<file path="config.mk">
export PLATFORM = sky130hd
export DESIGN_NAME = uep_top
export DESIGN_NICKNAME = d
export VERILOG_FILES = /design/src/uep_pkg.sv /design/src/uep_link_if.sv /design/src/uep_stall.sv /design/src/uep_pullup.sv /design/src/uep_top.sv
export SDC_FILE = /design/constraint.sdc
export NUM_CORES = 1
export LEC_CHECK = 0
export ABC_CLOCK_PERIOD_IN_PS = 5710
export BUFFER_PORTS_ARGS = -buffer_cell sky130_fd_sc_hd__buf_2
export CELL_PAD_IN_SITES_DETAIL_PLACEMENT = 2
export CELL_PAD_IN_SITES_GLOBAL_PLACEMENT = 2
export CORE_MARGIN = 2
export CORE_UTILIZATION = 24
export CTS_BUF_LIST = sky130_fd_sc_hd__clkbuf_16
export CTS_CLUSTER_DIAMETER = 100
export DETAILED_ROUTE_END_ITERATION = 12
export GPL_TIMING_DRIVEN = 0
export PLACE_DENSITY_LB_ADDON = 0.25
export SETUP_SLACK_MARGIN = 0.2
export SYNTH_ARGS = -nofsm -noshare
export SYNTH_HDL_FRONTEND = slang
export SYNTH_SLANG_ARGS = --single-unit
</file>
<file path="constraint.sdc">
create_clock -name i_clock -period 5.71 [get_ports i_clock]
set_input_delay 1.142 -clock i_clock [delete_from_list [all_inputs] [get_ports i_clock]]
set_output_delay 1.142 -clock i_clock [all_outputs]
set_load 0.02 [all_outputs]
</file>
<file path="src/uep_pkg.sv">
// uep_pkg: register map, field positions and token/handshake codes
// for the endpoint 0 control and pull-up test block.
// assumes: 16-bit registers in the low half of a 32-bit wishbone word.
package uep_pkg;
	// register word indices (the offsets are not all multiples of four,
	// so each offset is kept as an index and the bus address is index * 4)
	localparam logic [31:0] PULLUP_TEST_IDX    = 32'h5000183E;
	localparam logic [31:0] EP0_CTRL_IDX       = 32'h50001840;
	localparam logic [31:0] FUNC_ADDR_IDX      = 32'h00000100;
	localparam logic [31:0] EP0_STATUS_IDX     = 32'h00000101;
	localparam logic [7:0]  WB_ADDR_W          = 8'h20;

	// pull-up test register fields
	localparam int PU_READBACK_BIT = 7;
	localparam int PU_REDUCED_BIT  = 6;
	localparam int PU_POSITIVE_BIT = 5;
	localparam int PU_TEST_EN_BIT  = 4;
	localparam int PU_NEGATIVE_BIT = 2;
	localparam int PU_RSV_A_BIT    = 1;
	localparam int PU_RSV_B_BIT    = 0;
	localparam logic [15:0] PU_WRITE_MASK = 16'h0077;

	// endpoint 0 control fields
	localparam int EP0_STALL_BIT   = 7;
	localparam int EP0_DEFAULT_BIT = 6;
	localparam logic [3:0] EP0_NUMBER = 4'h0;

	// function address register: enable in bit 7, address in 6:0
	localparam int FA_ENABLE_BIT = 7;

	// status register fields (own layout)
	localparam int ST_RX_LAST_BIT = 0;
	localparam int ST_TX_DONE_BIT = 1;

	localparam logic [15:0] REG_RESET = 16'h0000;
	localparam logic [6:0]  DEFAULT_ADDR = 7'h00;

	typedef enum logic [1:0] {
		UEP_TOK_OUT,
		UEP_TOK_IN,
		UEP_TOK_SETUP,
		UEP_TOK_NONE
	} uep_token_t;

	typedef enum logic [1:0] {
		UEP_HS_NONE,
		UEP_HS_STALL,
		UEP_HS_DATA
	} uep_resp_t;
endpackage : uep_pkg

</file>
<file path="src/uep_link_if.sv">
// uep_link_if: token/response path between the core and the stall unit.
// assumes: one clock, all signals on i_clock.
`timescale 1ns/1ps
`default_nettype none
interface uep_link_if;
	logic              tok_valid;
	uep_pkg::uep_token_t tok;
	logic              tx_en;
	logic              rx_en;
	logic              stall_set;
	uep_pkg::uep_resp_t resp;
	modport core (output tok_valid, output tok, output tx_en, output rx_en,
		output stall_set, input resp);
	modport unit (input tok_valid, input tok, input tx_en, input rx_en,
		input stall_set, output resp);
endinterface : uep_link_if
`default_nettype wire

</file>
<file path="src/uep_stall.sv">
// uep_stall: decides the handshake for one token on endpoint 0.
// assumes: token decode and addressing are done upstream.
`timescale 1ns/1ps
`default_nettype none
module uep_stall (
	uep_link_if.unit link
);
	wire stall_in;
	wire stall_out;
	// (RL6) stall in or out
	assign stall_in  = link.tok == uep_pkg::UEP_TOK_IN && link.tx_en;
	assign stall_out = link.tok == uep_pkg::UEP_TOK_OUT && link.rx_en;
	// (RL7) setup never stalled
	assign link.resp = !link.tok_valid ? uep_pkg::UEP_HS_NONE :
		(link.stall_set && (stall_in || stall_out)) ? uep_pkg::UEP_HS_STALL :
		uep_pkg::UEP_HS_DATA;
endmodule : uep_stall
`default_nettype wire

</file>
<file path="src/uep_pullup.sv">
// uep_pullup: maps the pull-up test register onto the three switches.
// assumes: switch outputs are high for closed, driven every cycle.
`timescale 1ns/1ps
`default_nettype none
module uep_pullup (
	input  wire logic [15:0] i_test_reg,
	input  wire logic        i_vbus_ok,
	input  wire logic        i_attach,
	output logic             o_pos_close,
	output logic             o_neg_close,
	output logic             o_red_close
);
	wire test_en;
	wire normal_pos;
	assign test_en    = i_test_reg[uep_pkg::PU_TEST_EN_BIT];
	// full-speed device: normal mode pulls up the positive line only
	assign normal_pos = i_vbus_ok && i_attach;
	// (RL1) test overrides switches
	// (RL3) positive override, low closes
	assign o_pos_close = test_en ? !i_test_reg[uep_pkg::PU_POSITIVE_BIT] : normal_pos;
	// (RL4) negative override, low closes
	assign o_neg_close = test_en ? !i_test_reg[uep_pkg::PU_NEGATIVE_BIT] : 1'b0;
	// (RL2) reduced pull-up override
	assign o_red_close = test_en ? !i_test_reg[uep_pkg::PU_REDUCED_BIT] : 1'b0;
endmodule : uep_pullup
`default_nettype wire

</file>
<file path="src/uep_top.sv">
// uep_top: endpoint 0 control and pull-up test registers over wishbone.
// assumes: a usb engine delivers decoded tokens and reports sent packets;
// the host-side transfer sequencing is outside this block.
//
// Behaviour
// (RL1) test enable hands switches to overrides
// (RL2) reduced switch bit: 0 closes, 1 opens
// (RL3) positive pull-up bit: 0 on, 1 off
// (RL4) negative pull-up bit: 0 on, 1 off
// (RL5) software keeps test bits 1:0 zero
// (RL6) stall bit stalls enabled in/out tokens
// (RL7) setup tokens never get a stall
// (RL8) stall sets rx last and tx done
// (RL9) default bit answers address zero
// (RL10) sent in packet clears default bit
// (RL11) address switch only after status phase
// (RL12) software initialises address and control after reset
// (RL13) software sets default bit and new address
// (RL14) endpoint number reads zero, writes ignored
// (RL15) reserved and readback bits read zero
`timescale 1ns/1ps
`default_nettype none
module uep_top (
	// clock and reset
	input  wire logic        i_clock,
	input  wire logic        i_srst,
	// wishbone slave
	input  wire logic        i_wb_cyc,
	input  wire logic        i_wb_stb,
	input  wire logic        i_wb_we,
	input  wire logic [31:0] i_wb_adr,
	input  wire logic [3:0]  i_wb_sel,
	input  wire logic [31:0] i_wb_dat,
	output logic      [31:0] o_wb_dat,
	output logic             o_wb_ack,
	// usb engine token side
	input  wire logic        i_tok_valid,
	input  wire logic [1:0]  i_tok_kind,
	input  wire logic [6:0]  i_tok_addr,
	input  wire logic [3:0]  i_tok_ep,
	input  wire logic        i_tx_en,
	input  wire logic        i_rx_en,
	input  wire logic        i_in_sent,
	// usb engine answer side
	output logic             o_addr_match,
	output logic             o_hs_stall,
	output logic             o_hs_data,
	output logic             o_stall_done,
	// pull-up switches
	input  wire logic        i_vbus_ok,
	output logic             o_pos_pullup,
	output logic             o_neg_pullup,
	output logic             o_red_pullup
);
	logic [15:0] test_ff;
	logic [7:0]  ep0_ff;
	logic [7:0]  faddr_ff;
	logic [6:0]  act_addr_ff;
	logic        rx_last_ff;
	logic        tx_done_ff;
	logic        stall_done_ff;
	logic        ack_ff;
	logic [31:0] rdata_ff;
	logic [15:0] nxt_test;
	logic [7:0]  nxt_ep0;
	logic [31:0] nxt_rdata;
	// bus power comes from an analog detector, asynchronous to i_clock
	logic        vbus_meta_ff;
	logic        vbus_s2_ff;
	logic        vbus_s3_ff;
	logic        vbus_ok_ff;
	wire         vbus_agree;

	uep_link_if link ();

	// word index = byte address / 4; low bits ignored
	function automatic logic hit(input logic [31:0] adr, input logic [31:0] idx);
		hit = adr[31:2] == idx[29:0];
	endfunction : hit

	wire req;
	wire wr;
	wire rd_status;
	wire sel_test;
	wire sel_ep0;
	wire sel_fa;
	wire sel_st;
	wire [15:0] wdat;
	wire [15:0] lane_mask;
	wire        stalled;
	wire        dflt;
	wire [6:0]  match_addr;

	assign req  = i_wb_cyc && i_wb_stb && !ack_ff;
	assign wr   = req && i_wb_we;
	assign sel_test = hit(i_wb_adr, uep_pkg::PULLUP_TEST_IDX);
	assign sel_ep0  = hit(i_wb_adr, uep_pkg::EP0_CTRL_IDX);
	assign sel_fa   = hit(i_wb_adr, uep_pkg::FUNC_ADDR_IDX);
	assign sel_st   = hit(i_wb_adr, uep_pkg::EP0_STATUS_IDX);
	assign rd_status = req && !i_wb_we && sel_st;
	assign wdat = i_wb_dat[15:0];
	assign lane_mask = {{8{i_wb_sel[1]}}, {8{i_wb_sel[0]}}};

	// (RL15) writable fields only
	// (RL5) low test bits held zero
	assign nxt_test = (wr && sel_test)
		? ((test_ff & ~(lane_mask & uep_pkg::PU_WRITE_MASK))
			| (wdat & lane_mask & uep_pkg::PU_WRITE_MASK)
			& ~16'h0003)
		: test_ff;

	// (RL14) endpoint field not stored
	// (RL10) sent in clears default
	always_comb begin
		nxt_ep0 = ep0_ff;
		if (wr && sel_ep0 && i_wb_sel[0]) begin
			nxt_ep0 = {wdat[7:6], 6'h00};
		end
		if (i_in_sent) begin
			nxt_ep0[uep_pkg::EP0_DEFAULT_BIT] = 1'b0;
		end
	end

	assign link.tok_valid = i_tok_valid && o_addr_match;
	assign link.tok       = uep_pkg::uep_token_t'(i_tok_kind);
	assign link.tx_en     = i_tx_en;
	assign link.rx_en     = i_rx_en;
	assign link.stall_set = ep0_ff[uep_pkg::EP0_STALL_BIT];

	uep_stall u_stall (
		.link (link)
	);

	assign stalled = link.resp == uep_pkg::UEP_HS_STALL;
	assign dflt    = ep0_ff[uep_pkg::EP0_DEFAULT_BIT];
	// (RL9) default address selection
	assign match_addr = dflt ? uep_pkg::DEFAULT_ADDR : act_addr_ff;
	assign o_addr_match = (dflt || faddr_ff[uep_pkg::FA_ENABLE_BIT])
		&& i_tok_addr == match_addr && i_tok_ep == uep_pkg::EP0_NUMBER;
	assign o_hs_stall = stalled;
	assign o_hs_data  = link.resp == uep_pkg::UEP_HS_DATA;
	assign o_stall_done = stall_done_ff;

	always_comb begin
		nxt_rdata = 32'h00000000;
		if (sel_test) begin
			// (RL15) readback bit zero
			nxt_rdata[15:0] = test_ff;
		end else if (sel_ep0) begin
			// (RL14) endpoint reads zero
			nxt_rdata[7:0] = {ep0_ff[7:6], 2'b00, uep_pkg::EP0_NUMBER};
		end else if (sel_fa) begin
			nxt_rdata[7:0] = faddr_ff;
		end else if (sel_st) begin
			nxt_rdata[uep_pkg::ST_RX_LAST_BIT] = rx_last_ff;
			nxt_rdata[uep_pkg::ST_TX_DONE_BIT] = tx_done_ff;
		end
	end

	always_ff @(posedge i_clock) begin
		if (i_srst) begin
			test_ff  <= uep_pkg::REG_RESET;
			ep0_ff   <= 8'h00;
			ack_ff   <= 1'b0;
			rdata_ff <= 32'h00000000;
		end else begin
			test_ff  <= nxt_test;
			ep0_ff   <= nxt_ep0;
			// unmapped addresses ack with zero data
			ack_ff   <= req;
			rdata_ff <= req ? nxt_rdata : 32'h00000000;
		end
	end

	// function address; the active address follows only once default drops
	always_ff @(posedge i_clock) begin
		if (i_srst) begin
			faddr_ff    <= 8'h00;
			act_addr_ff <= 7'h00;
		end else begin
			if (wr && sel_fa && i_wb_sel[0]) begin
				faddr_ff <= wdat[7:0];
			end
			// (RL11) switch after status phase
			// next value used so no cycle answers the stale address
			if (!nxt_ep0[uep_pkg::EP0_DEFAULT_BIT]) begin
				act_addr_ff <= faddr_ff[6:0];
			end
		end
	end

	// (RL8) stall sets status flags
	always_ff @(posedge i_clock) begin
		if (i_srst) begin
			rx_last_ff    <= 1'b0;
			tx_done_ff    <= 1'b0;
			stall_done_ff <= 1'b0;
		end else begin
			stall_done_ff <= stalled;
			// set beats the read-clear
			rx_last_ff <= stall_done_ff || (rx_last_ff && !rd_status);
			tx_done_ff <= stall_done_ff || i_in_sent || (tx_done_ff && !rd_status);
		end
	end

	// a change counts once stages two and three agree
	assign vbus_agree = vbus_s2_ff == vbus_s3_ff;

	always_ff @(posedge i_clock) begin
		if (i_srst) begin
			vbus_meta_ff <= 1'b0;
			vbus_s2_ff   <= 1'b0;
			vbus_s3_ff   <= 1'b0;
			vbus_ok_ff   <= 1'b0;
		end else begin
			vbus_meta_ff <= i_vbus_ok;
			vbus_s2_ff   <= vbus_meta_ff;
			vbus_s3_ff   <= vbus_s2_ff;
			if (vbus_agree) begin
				vbus_ok_ff <= vbus_s2_ff;
			end
		end
	end

	assign o_wb_ack = ack_ff;
	assign o_wb_dat = rdata_ff;

	uep_pullup u_pullup (
		.i_test_reg  (test_ff),
		.i_vbus_ok   (vbus_ok_ff),
		.i_attach    (1'b1),
		.o_pos_close (o_pos_pullup),
		.o_neg_close (o_neg_pullup),
		.o_red_close (o_red_pullup)
	);
endmodule : uep_top
`default_nettype wire

</file>
==> results of run 1 <==
-- layer usage --
layer	share of wire, %	wire length, µm	up-vias	track usage (%)
li1	-	-	1005	-
met1	44	2878	993	18.31
met2	52	3417	47	24.89
met3	4.2	278	5	3.094
met4	0.59	39	0	2.275
met5	0	0	-	0
-- synthesized netlist by cell type, drive strengths merged, types with 2 or more instances --
| master | number |
|---|---|
| inv | 6 |
| nor4 | 10 |
| o21ai | 5 |
| nor3 | 7 |
| a32oi | 4 |
| xnor2 | 3 |
| nor2 | 14 |
| a31oi | 5 |
| nand4 | 6 |
| nor2b | 6 |
| nand2 | 7 |
| or4 | 3 |
| buf | 25 |
| nand3b | 2 |
| clkbuf | 8 |
| dfxtp | 39 |
| nand3 | 9 |
| o32ai | 3 |
| and4 | 2 |
| a21oi | 8 |
| o22ai | 2 |
| nor4bb | 3 |
| mux2i | 17 |
| nor3b | 5 |
| nand2b | 24 |
-- metrics by stage --
stage               setup WS [ns]  util (%)
global placement            1.897     32.34
floorplan                   2.021         -
global route                1.755     33.98
CTS                         1.869     33.98
detailed placement          1.873     32.34
finish                      1.922     33.98
-- kinds of logic after synthesis --
logic type | count (synthesis) | share of synthesized area, %
and+or+nand+nor | 102 | 31.45
DFF | 39 | 37.52
buffers and inverters | 39 | 11.42
AOI/OAI and AO/OA | 30 | 9.261
muxes | 18 | 8.899
xor gates and xnor gates | 3 | 1.263
other | 1 | 0.1802
-- power breakdown --
| part | internal (W) | switching (W) | total [W] | leakage [nW] |
|---|---|---|---|---|
| combinational | 0.0000357 | 0.0000397 | 0.0000755 | 0.794 |
| clock | 0.000157 | 0.000102 | 0.000259 | 0.0701 |
| sequential | 0.000274 | 0.000000790 | 0.000275 | 0.315 |
| total | 0.000467 | 0.000142 | 0.000609 | 1.18 |
-- worst max-delay path, stage by stage --
cell	delay, ns
buf_2	0.09
or4_1	0.52
a211oi_1	0.18
nand4_1	0.27
nor3b_1	0.25
buf_2	0.19
-- worst max-delay path by stage --
stage | from | to | slack [ns] | cells after the start
final | i_tok_ep[1] | o_hs_data | 1.92 | 6
after global routing | i_tok_ep[1] | o_hs_data | 1.75 | 6
after CTS | i_tok_ep[1] | o_hs_data | 1.87 | 6
after detailed placement | i_tok_ep[1] | o_hs_data | 1.87 | 6
after global placement | i_tok_ep[1] | o_hs_data | 1.90 | 6
after floorplan | i_tok_ep[1] | o_hs_data | 2.02 | 4
-- cell type report --
type,instances,area (µm²),area share (%)
sequential,39,780.7,27.68
clock buffer,5,125.1,4.437
buffer,33,215.2,7.631
inverter,6,22.52,0.7986
timing repair buffer,77,385.4,13.66
clock inverter,3,11.26,0.3993
multi-input combinational,177,1149,40.73
tap,105,131.4,4.658
==> flow_results.org, run 1 <==
** Status
- The flow ran to the end, and the final reports show no timing, DRC or antenna violations.

** Global route
- The number of global-route vias before repair came to around 2100.
- Initial antenna violation count :: 0
- Global routing used 14.24% of the available tracks across all layers.
- Overall overflow remaining after global route :: 0
- Entering global routing, the biggest net connects 12 pins.
- Global-route wire length before repair :: 10.94 mm

** Finish
- Leaving out fill and tap cells, the most frequent cells in the layout are buf_2 (78), dfxtp_1 (39), nand2b_1 (24), buf_4 (24), conb_1 (24).
- At the end of the flow, the number of nets in the layout was 430.
- Layout cells sized above 1 :: 33.82%
- Synthesis-to-layout area growth :: 35.54%
- Number of inserted diodes :: 0
- Most common cell after layout, fill and taps aside :: buf_2
- Summing all non-filler instances in the final layout gives an area of about 2800 µm².
- Leaving out filler cells and counting taps, the final layout contains 445.
- Count of fill cells added during filler insertion :: about 1000

** Die
- Starting Density :: between 20% and 30%
- The total area inside the core boundary comes to 8299 µm².
- approximately 130 I/O pins were placed.
- Number of placement rows :: 33
- The die covers 9430 µm².
- Die width :: 97.11 µm
- Die extent in y :: 97.11 µm

** Worst setup path
- CP Launch Type :: primary input
- Max Fanout on Critical Path :: 4
- The worst register-to-register path has a setup slack of 3.15 ns.
- Reg-to-reg startpoint :: o_wb_ack
- Crit Reg-Reg Endpoint :: act_addr_ff[5]
- Cells on worst reg2reg path :: 5
- Data required, critical path :: ~4.6 ns
- The worst setup path is captured at an output port.
- Critical path class :: primary input to output port
- For the worst setup path, the data arrival time is 2.65 ns.

** Clock network
- Clock tree synthesis inserted a total of 5 buffers.
- Post-CTS Resized :: 0
- Root buffer cell :: clkbuf_16
- The H-tree was split into 2 levels.
- Clock tree from TritonCTS :: built
- Clock transition at the register clock pins on the worst setup and hold paths after CTS :: about 0.050 ns
- Clock net sink count :: 39
- Once the clock tree was built, the setup fixing pass inserted 0 buffers.
- The longest clock path from root to sink contains 2 buffers.
- Post-CTS Hold Fix Bufs :: 0
- The later pin in the worst-skew pair is clocked with a latency of between 0.2 and 0.3 ns.

** Route
- Overall via count from detail_route :: slightly above 2000
- Pre-antenna DRT Iters :: 4
- Number of nets with antenna violations after detailed routing :: 0
- Number of DRC violations after detailed-routing iteration 0 :: 65
- Final routed wire length divided by cell count :: 14.86 µm
- Using the TritonRoute via totals, the vias-per-cell ratio works out to ~4.6.
- For this run, design rule violations remaining after detail routing come to 0.
- Drt total wl :: 6.613 mm

** STA
- The total count of max-transition violations in the final report came to 0.
- The routed design could run at a clock period as short as 3.788 ns.
- Unrepaired setup endpoints after global routing :: false
- The final hold violation count came to 0.
- Headroom to the max-slew limit came out at 37.22%.
- Max Freq :: 264.0 MHz
- Slew at the pin closest to its max-slew limit :: 0.9340 ns
- Hold slack :: 0.4537 ns
- On the final layout, the worst clock skew is roughly 0.0021 ns.
- Setup violations remaining at the end of the flow were counted as 0.
- In the finished design, the share of the clock period the worst path needs comes to 66.33%.
- In the final timing run, aggregate negative setup slack is 0 ns.

** Synth
- Number of distinct library cells after synthesis :: 39
- By area the synthesized netlist is led by dfxtp_1 (38%), buf_4 (8.7%), mux2i_1 (7.7%), nand2b_1 (7.2%), nor2_1 (2.5%).
- The share of synthesized area in the top cell type comes to 37.52%.
- Netlist Area Pre-Place :: 2081 µm²
- Post-Synthesis Cells :: 232
- Counting flops with an async set or reset pin after synthesis yields a share of 0%.
- YS warnings :: 0
- Syn_area_per_cell :: 8.969 µm²
- Most used flip-flop cell after synthesis :: dfxtp_1
- Synthesis-stage register bit count :: 39
- Summing the sequential cell areas from Yosys gives 37.52% of the chip area.
- Cell type with the largest total area after synthesis :: dfxtp_1
- Number of synthesized flops with an enable pin :: 0

** Min path
- In this run the most critical hold path is launched from vbus_meta_ff.
- For hold timing, the worst endpoint is vbus_s2_ff.
- Counting instances, the worst hold path has a depth of 1.
- Type of the worst min-delay path :: flip-flop to flip-flop

** Power and ir drop
- Power Total :: 0.0006088 W
- Peak supply drop :: 0.0001187 V
- For this design the static power due to leakage is 1.179 nW.
- Power per cell area :: 215.9 nW/µm²

** Placed design
- HPWL after detailed placement :: 5.478 mm
- During placement, the flow inserted port buffers numbering 77.
- In this run, placement finished with an instance count of 437.
- Once placement finished, the instance area stood at 2684 µm².
- At the end of routability-driven placement, the weighted congestion stood at 0.7734.

** Job
- Max-cap viol count :: 0
Power figures use the tool's default switching activity.
==> run 2: changes to the inputs <==
ABC_CLOCK_PERIOD_IN_PS = 3900   (was 5710)
CORE_UTILIZATION = 23   (was 24)
clock period = 3.9 ns   (was 5.71 ns; I/O delays follow)
==> run 2 against run 1 <==
- clock-buffer cell count stayed put
- routed wire length down 2.0%
- global-route usage shrank 0.98 points
==> flow_results.org, run 2 (synthesis results as in run 1) <==
** Status
- Status :: finished clean

** STA
- Final setup viols :: 0 (unchanged)
- Dividing the final minimum period by the clock period gives approximately four fifths.
- Setup repair after global routing left no endpoint under its margin.
- For the finished layout, the period the worst path requires is 3.056 ns.
- Worst relative slew slack :: 37.67% (+0.46 points)
- The measured slew at the worst slew-check pin is 0.9272 ns (-0.006814 ns).
- The setup TNS is 0 ns (unchanged).
- Max Freq :: 327.2 MHz
- Slew Viols, Final :: 0 (unchanged)
- Clock Skew :: 0.003788 ns (+0.001642 ns)
- The final hold violation count is 0 (unchanged).

** Finish
- The fraction of layout instances using a drive strength above 1 was 34.22% (+0.39 points).
- The antenna cell count was 0 (unchanged).
- The synthesis-to-layout area growth came to 35.60% (about the same).
- The number of nets in the finished design is 430 (unchanged).
- The post-route cell area is 2821 µm² (about the same).
- The top cell types in the final layout, fill and taps aside, are buf_2 (78), dfxtp_1 (39), nand2b_1 (24), buf_4 (24), conb_1 (24).
- The library cell used most frequently in the layout, excluding fill and tap cells, is buf_2.

** Worst setup path
- Dominant cell type by count on the critical path :: buf_2
- The peak per-stage delay on the critical path is 0.53 ns (about the same).
- The required time at the endpoint of the critical path came to 3.12 ns (-1.45 ns).
- STA classifies the critical path endpoint as an output port.
- CP Launch Type :: primary input
- Max Fanout on Critical Path :: 4 (unchanged)
- The data arrival time of the critical path came to 2.28 ns (-0.37 ns).
- Worst setup path startpoint :: i_tok_ep[1]
- On the critical path the largest part of the delay comes from simple AND/OR/NAND/NOR gates.
- Crit Reg-Reg Endpoint :: act_addr_ff[1]
- Flop2flop setup slack :: 1.30 ns (-1.85 ns)
- Capture point of the critical path :: o_hs_data
- Cell chain of the critical path :: buf_2 -> or4_1 -> a211oi_1 -> nand4_1 -> nor3b_1 -> buf_2
- The buffering stage count on the worst path with inverters included came to 2 (unchanged).
- Cell with the biggest individual delay on the critical path :: or4_1
- Reg-to-reg startpoint :: o_wb_ack
- The critical path is of the primary input to output port type.
- The logic depth of the worst setup path including buffers was 6 (unchanged).
- Cells on worst reg2reg path :: 5 (unchanged)

** Route
- The DRC violation count after routing is 0 (unchanged).
- The average routed wire per standard cell came to 14.50 µm (-2.4%).
- The detailed-routing iteration count for the pre-antenna-repair pass came to 4 (unchanged).
- The remaining number of nets flagged by the antenna check after routing came to 0 (unchanged).
- Post-detailed-route via-to-cell ratio :: 4.485 (-2.6%)
- Number of DRC violations after detailed-routing iteration 0 :: 30 (-54%)
- Overall via count from detail_route :: 2005 (-2.2%)
- Drt total wl :: 6.483 mm (-2.0%)

** Global route
- Global-route wire length before repair :: 10.39 mm (-5.0%)
- The number of global-route vias before repair is 2102 (-2.2%).
- GRT Max-Usage Layer :: met2
- The fraction of met2 tracks used by global routing was 22.71% (-2.2 points).
- Initial antenna violation count :: 0 (unchanged)
- Global-route total usage across every layer :: 13.26% (-0.98 points)
- The pin count of the biggest net entering global routing is 12 (unchanged).
- The met3 routing resource usage after global routing came to 3.022% (-0.072 points).
- The global-route met1 utilization came to 16.84% (-1.5 points).
- The overall overflow remaining after global route is 0 (unchanged).

** Job
- The number of max-cap violations came to 0 (unchanged).

** Clock network
- Number of buffers on the longest clock path :: 2 (unchanged)
- Clock net sink count :: 39 (unchanged)
- Root buffer cell :: clkbuf_16
- Number of clock buffers inserted by TritonCTS :: 5 (unchanged)
- The deepest level of the CTS H-tree is 2 (unchanged).
- The post-CTS setup repair buffer count is 0 (unchanged).
- The post-cts sizing count was 0 (unchanged).
- The number of buffers inserted for hold repair after clock tree synthesis came to 0 (unchanged).
- The clock network latency to the later pin of the worst-skew pair is 0.28 ns (about the same).
- Clock tree from TritonCTS :: built
- The post-CTS clock slew at the launch and capture registers of the worst setup and hold paths is 0.06 ns (about the same).

** Placed design
- Placed Area :: 2688 µm² (+0.14%)
- Gpl congestion :: 0.7879 (+1.9%)
- HPWL after detailed placement :: 5.289 mm (-3.5%)
- The count of input and output buffers is 77 (unchanged).

** Power and ir drop
- Power Total :: 0.0008957 W (+47%)
- Comb power frac :: 12.4% (about the same)
- The internal power consumption was 0.0006830 W (+46%).
- Clock power frac :: 42.7% (+0.2 points)
- Peak supply drop :: 0.0001608 V (+36%)
- Static power due to leakage :: 1.176 nW (-0.25%)
- Switching power :: 0.0002127 W (+50%)
- The sequential power share was 44.9% (-0.2 points).
- The switching share of power is 23.75% (+0.39 points).
- Power per cell area :: 317.5 nW/µm² (+47%)

** Die
- Die width :: 99.12 µm (+2.1%)
- The initial cell density of the core was 23.74% (-1.3 points).
- Number of placement rows :: 34 (+3.0%)
- The die extent in y was 99.12 µm (+2.1%).
- The area of the die was 9824 µm² (+4.2%).
- The placeable core area is 8763 µm² (+5.6%).
- The count of pins on the block boundary is 131 (unchanged).

** Min path
- Type of the worst min-delay path :: flip-flop to flip-flop
run 2: cell count changes in the layout (fill, tap and decap cells not counted), sizes merged:
cell | previous run | this run
inv | 7 | 6
run 2: worst min-delay path by stage:
stage / from / end / slack [ns] / cells past startpoint
after global routing: vbus_meta_ff / vbus_s2_ff / 0.47 / 1
after global placement: vbus_meta_ff / vbus_s2_ff / 0.43 / 1
after CTS: vbus_meta_ff / vbus_s2_ff / 0.46 / 1
final: vbus_meta_ff / vbus_s2_ff / 0.45 / 1
after floorplan: vbus_meta_ff / vbus_s2_ff / 0.41 / 1
after detailed placement: vbus_meta_ff / vbus_s2_ff / 0.45 / 1
run 2: layout make-up:
class	instances	area (µm²)
Fill cell	1032	5942
Multi-Input combinational cell	177	1149
Sequential cell	39	780.7
Timing Repair Buffer	77	385.4
Buffer	33	215.2
Tap cell	108	135.1
Clock buffer	5	125.1
Inverter	6	22.52
Clock inverter	2	8.758
run 2: per-layer routing:
metal	up-vias	routed length [µm]	share of wire (%)
met5	-	0	0
met4	0	70	1.1
met3	8	370	5.7
met2	58	3100	48
met1	934	2942	45
li1	1005	-	-
run 2: per-stage QoR:
stage	std cells	hold slack (ns)	worst slack, ns	utilization [%]
finish	447	0.4542	0.8436	32.20
global route	447	0.4738	0.6961	32.20
CTS	447	0.4586	0.7904	32.20
detailed placement	440	0.4479	0.7682	30.67
global placement	440	0.4271	0.8278	30.67
floorplan	255	0.4138	0.9349	-
run 2: power by group through the flow:
stage / sequential [W] / clock [W] / combinational (W)
floorplan: 0.000411 / 0 / 0.0000637
global placement: 0.000411 / 0 / 0.000109
detailed placement: 0.000411 / 0 / 0.000111
CTS: 0.000402 / 0.000394 / 0.000111
global route: 0.000402 / 0.000414 / 0.000122
finish: 0.000402 / 0.000382 / 0.000111
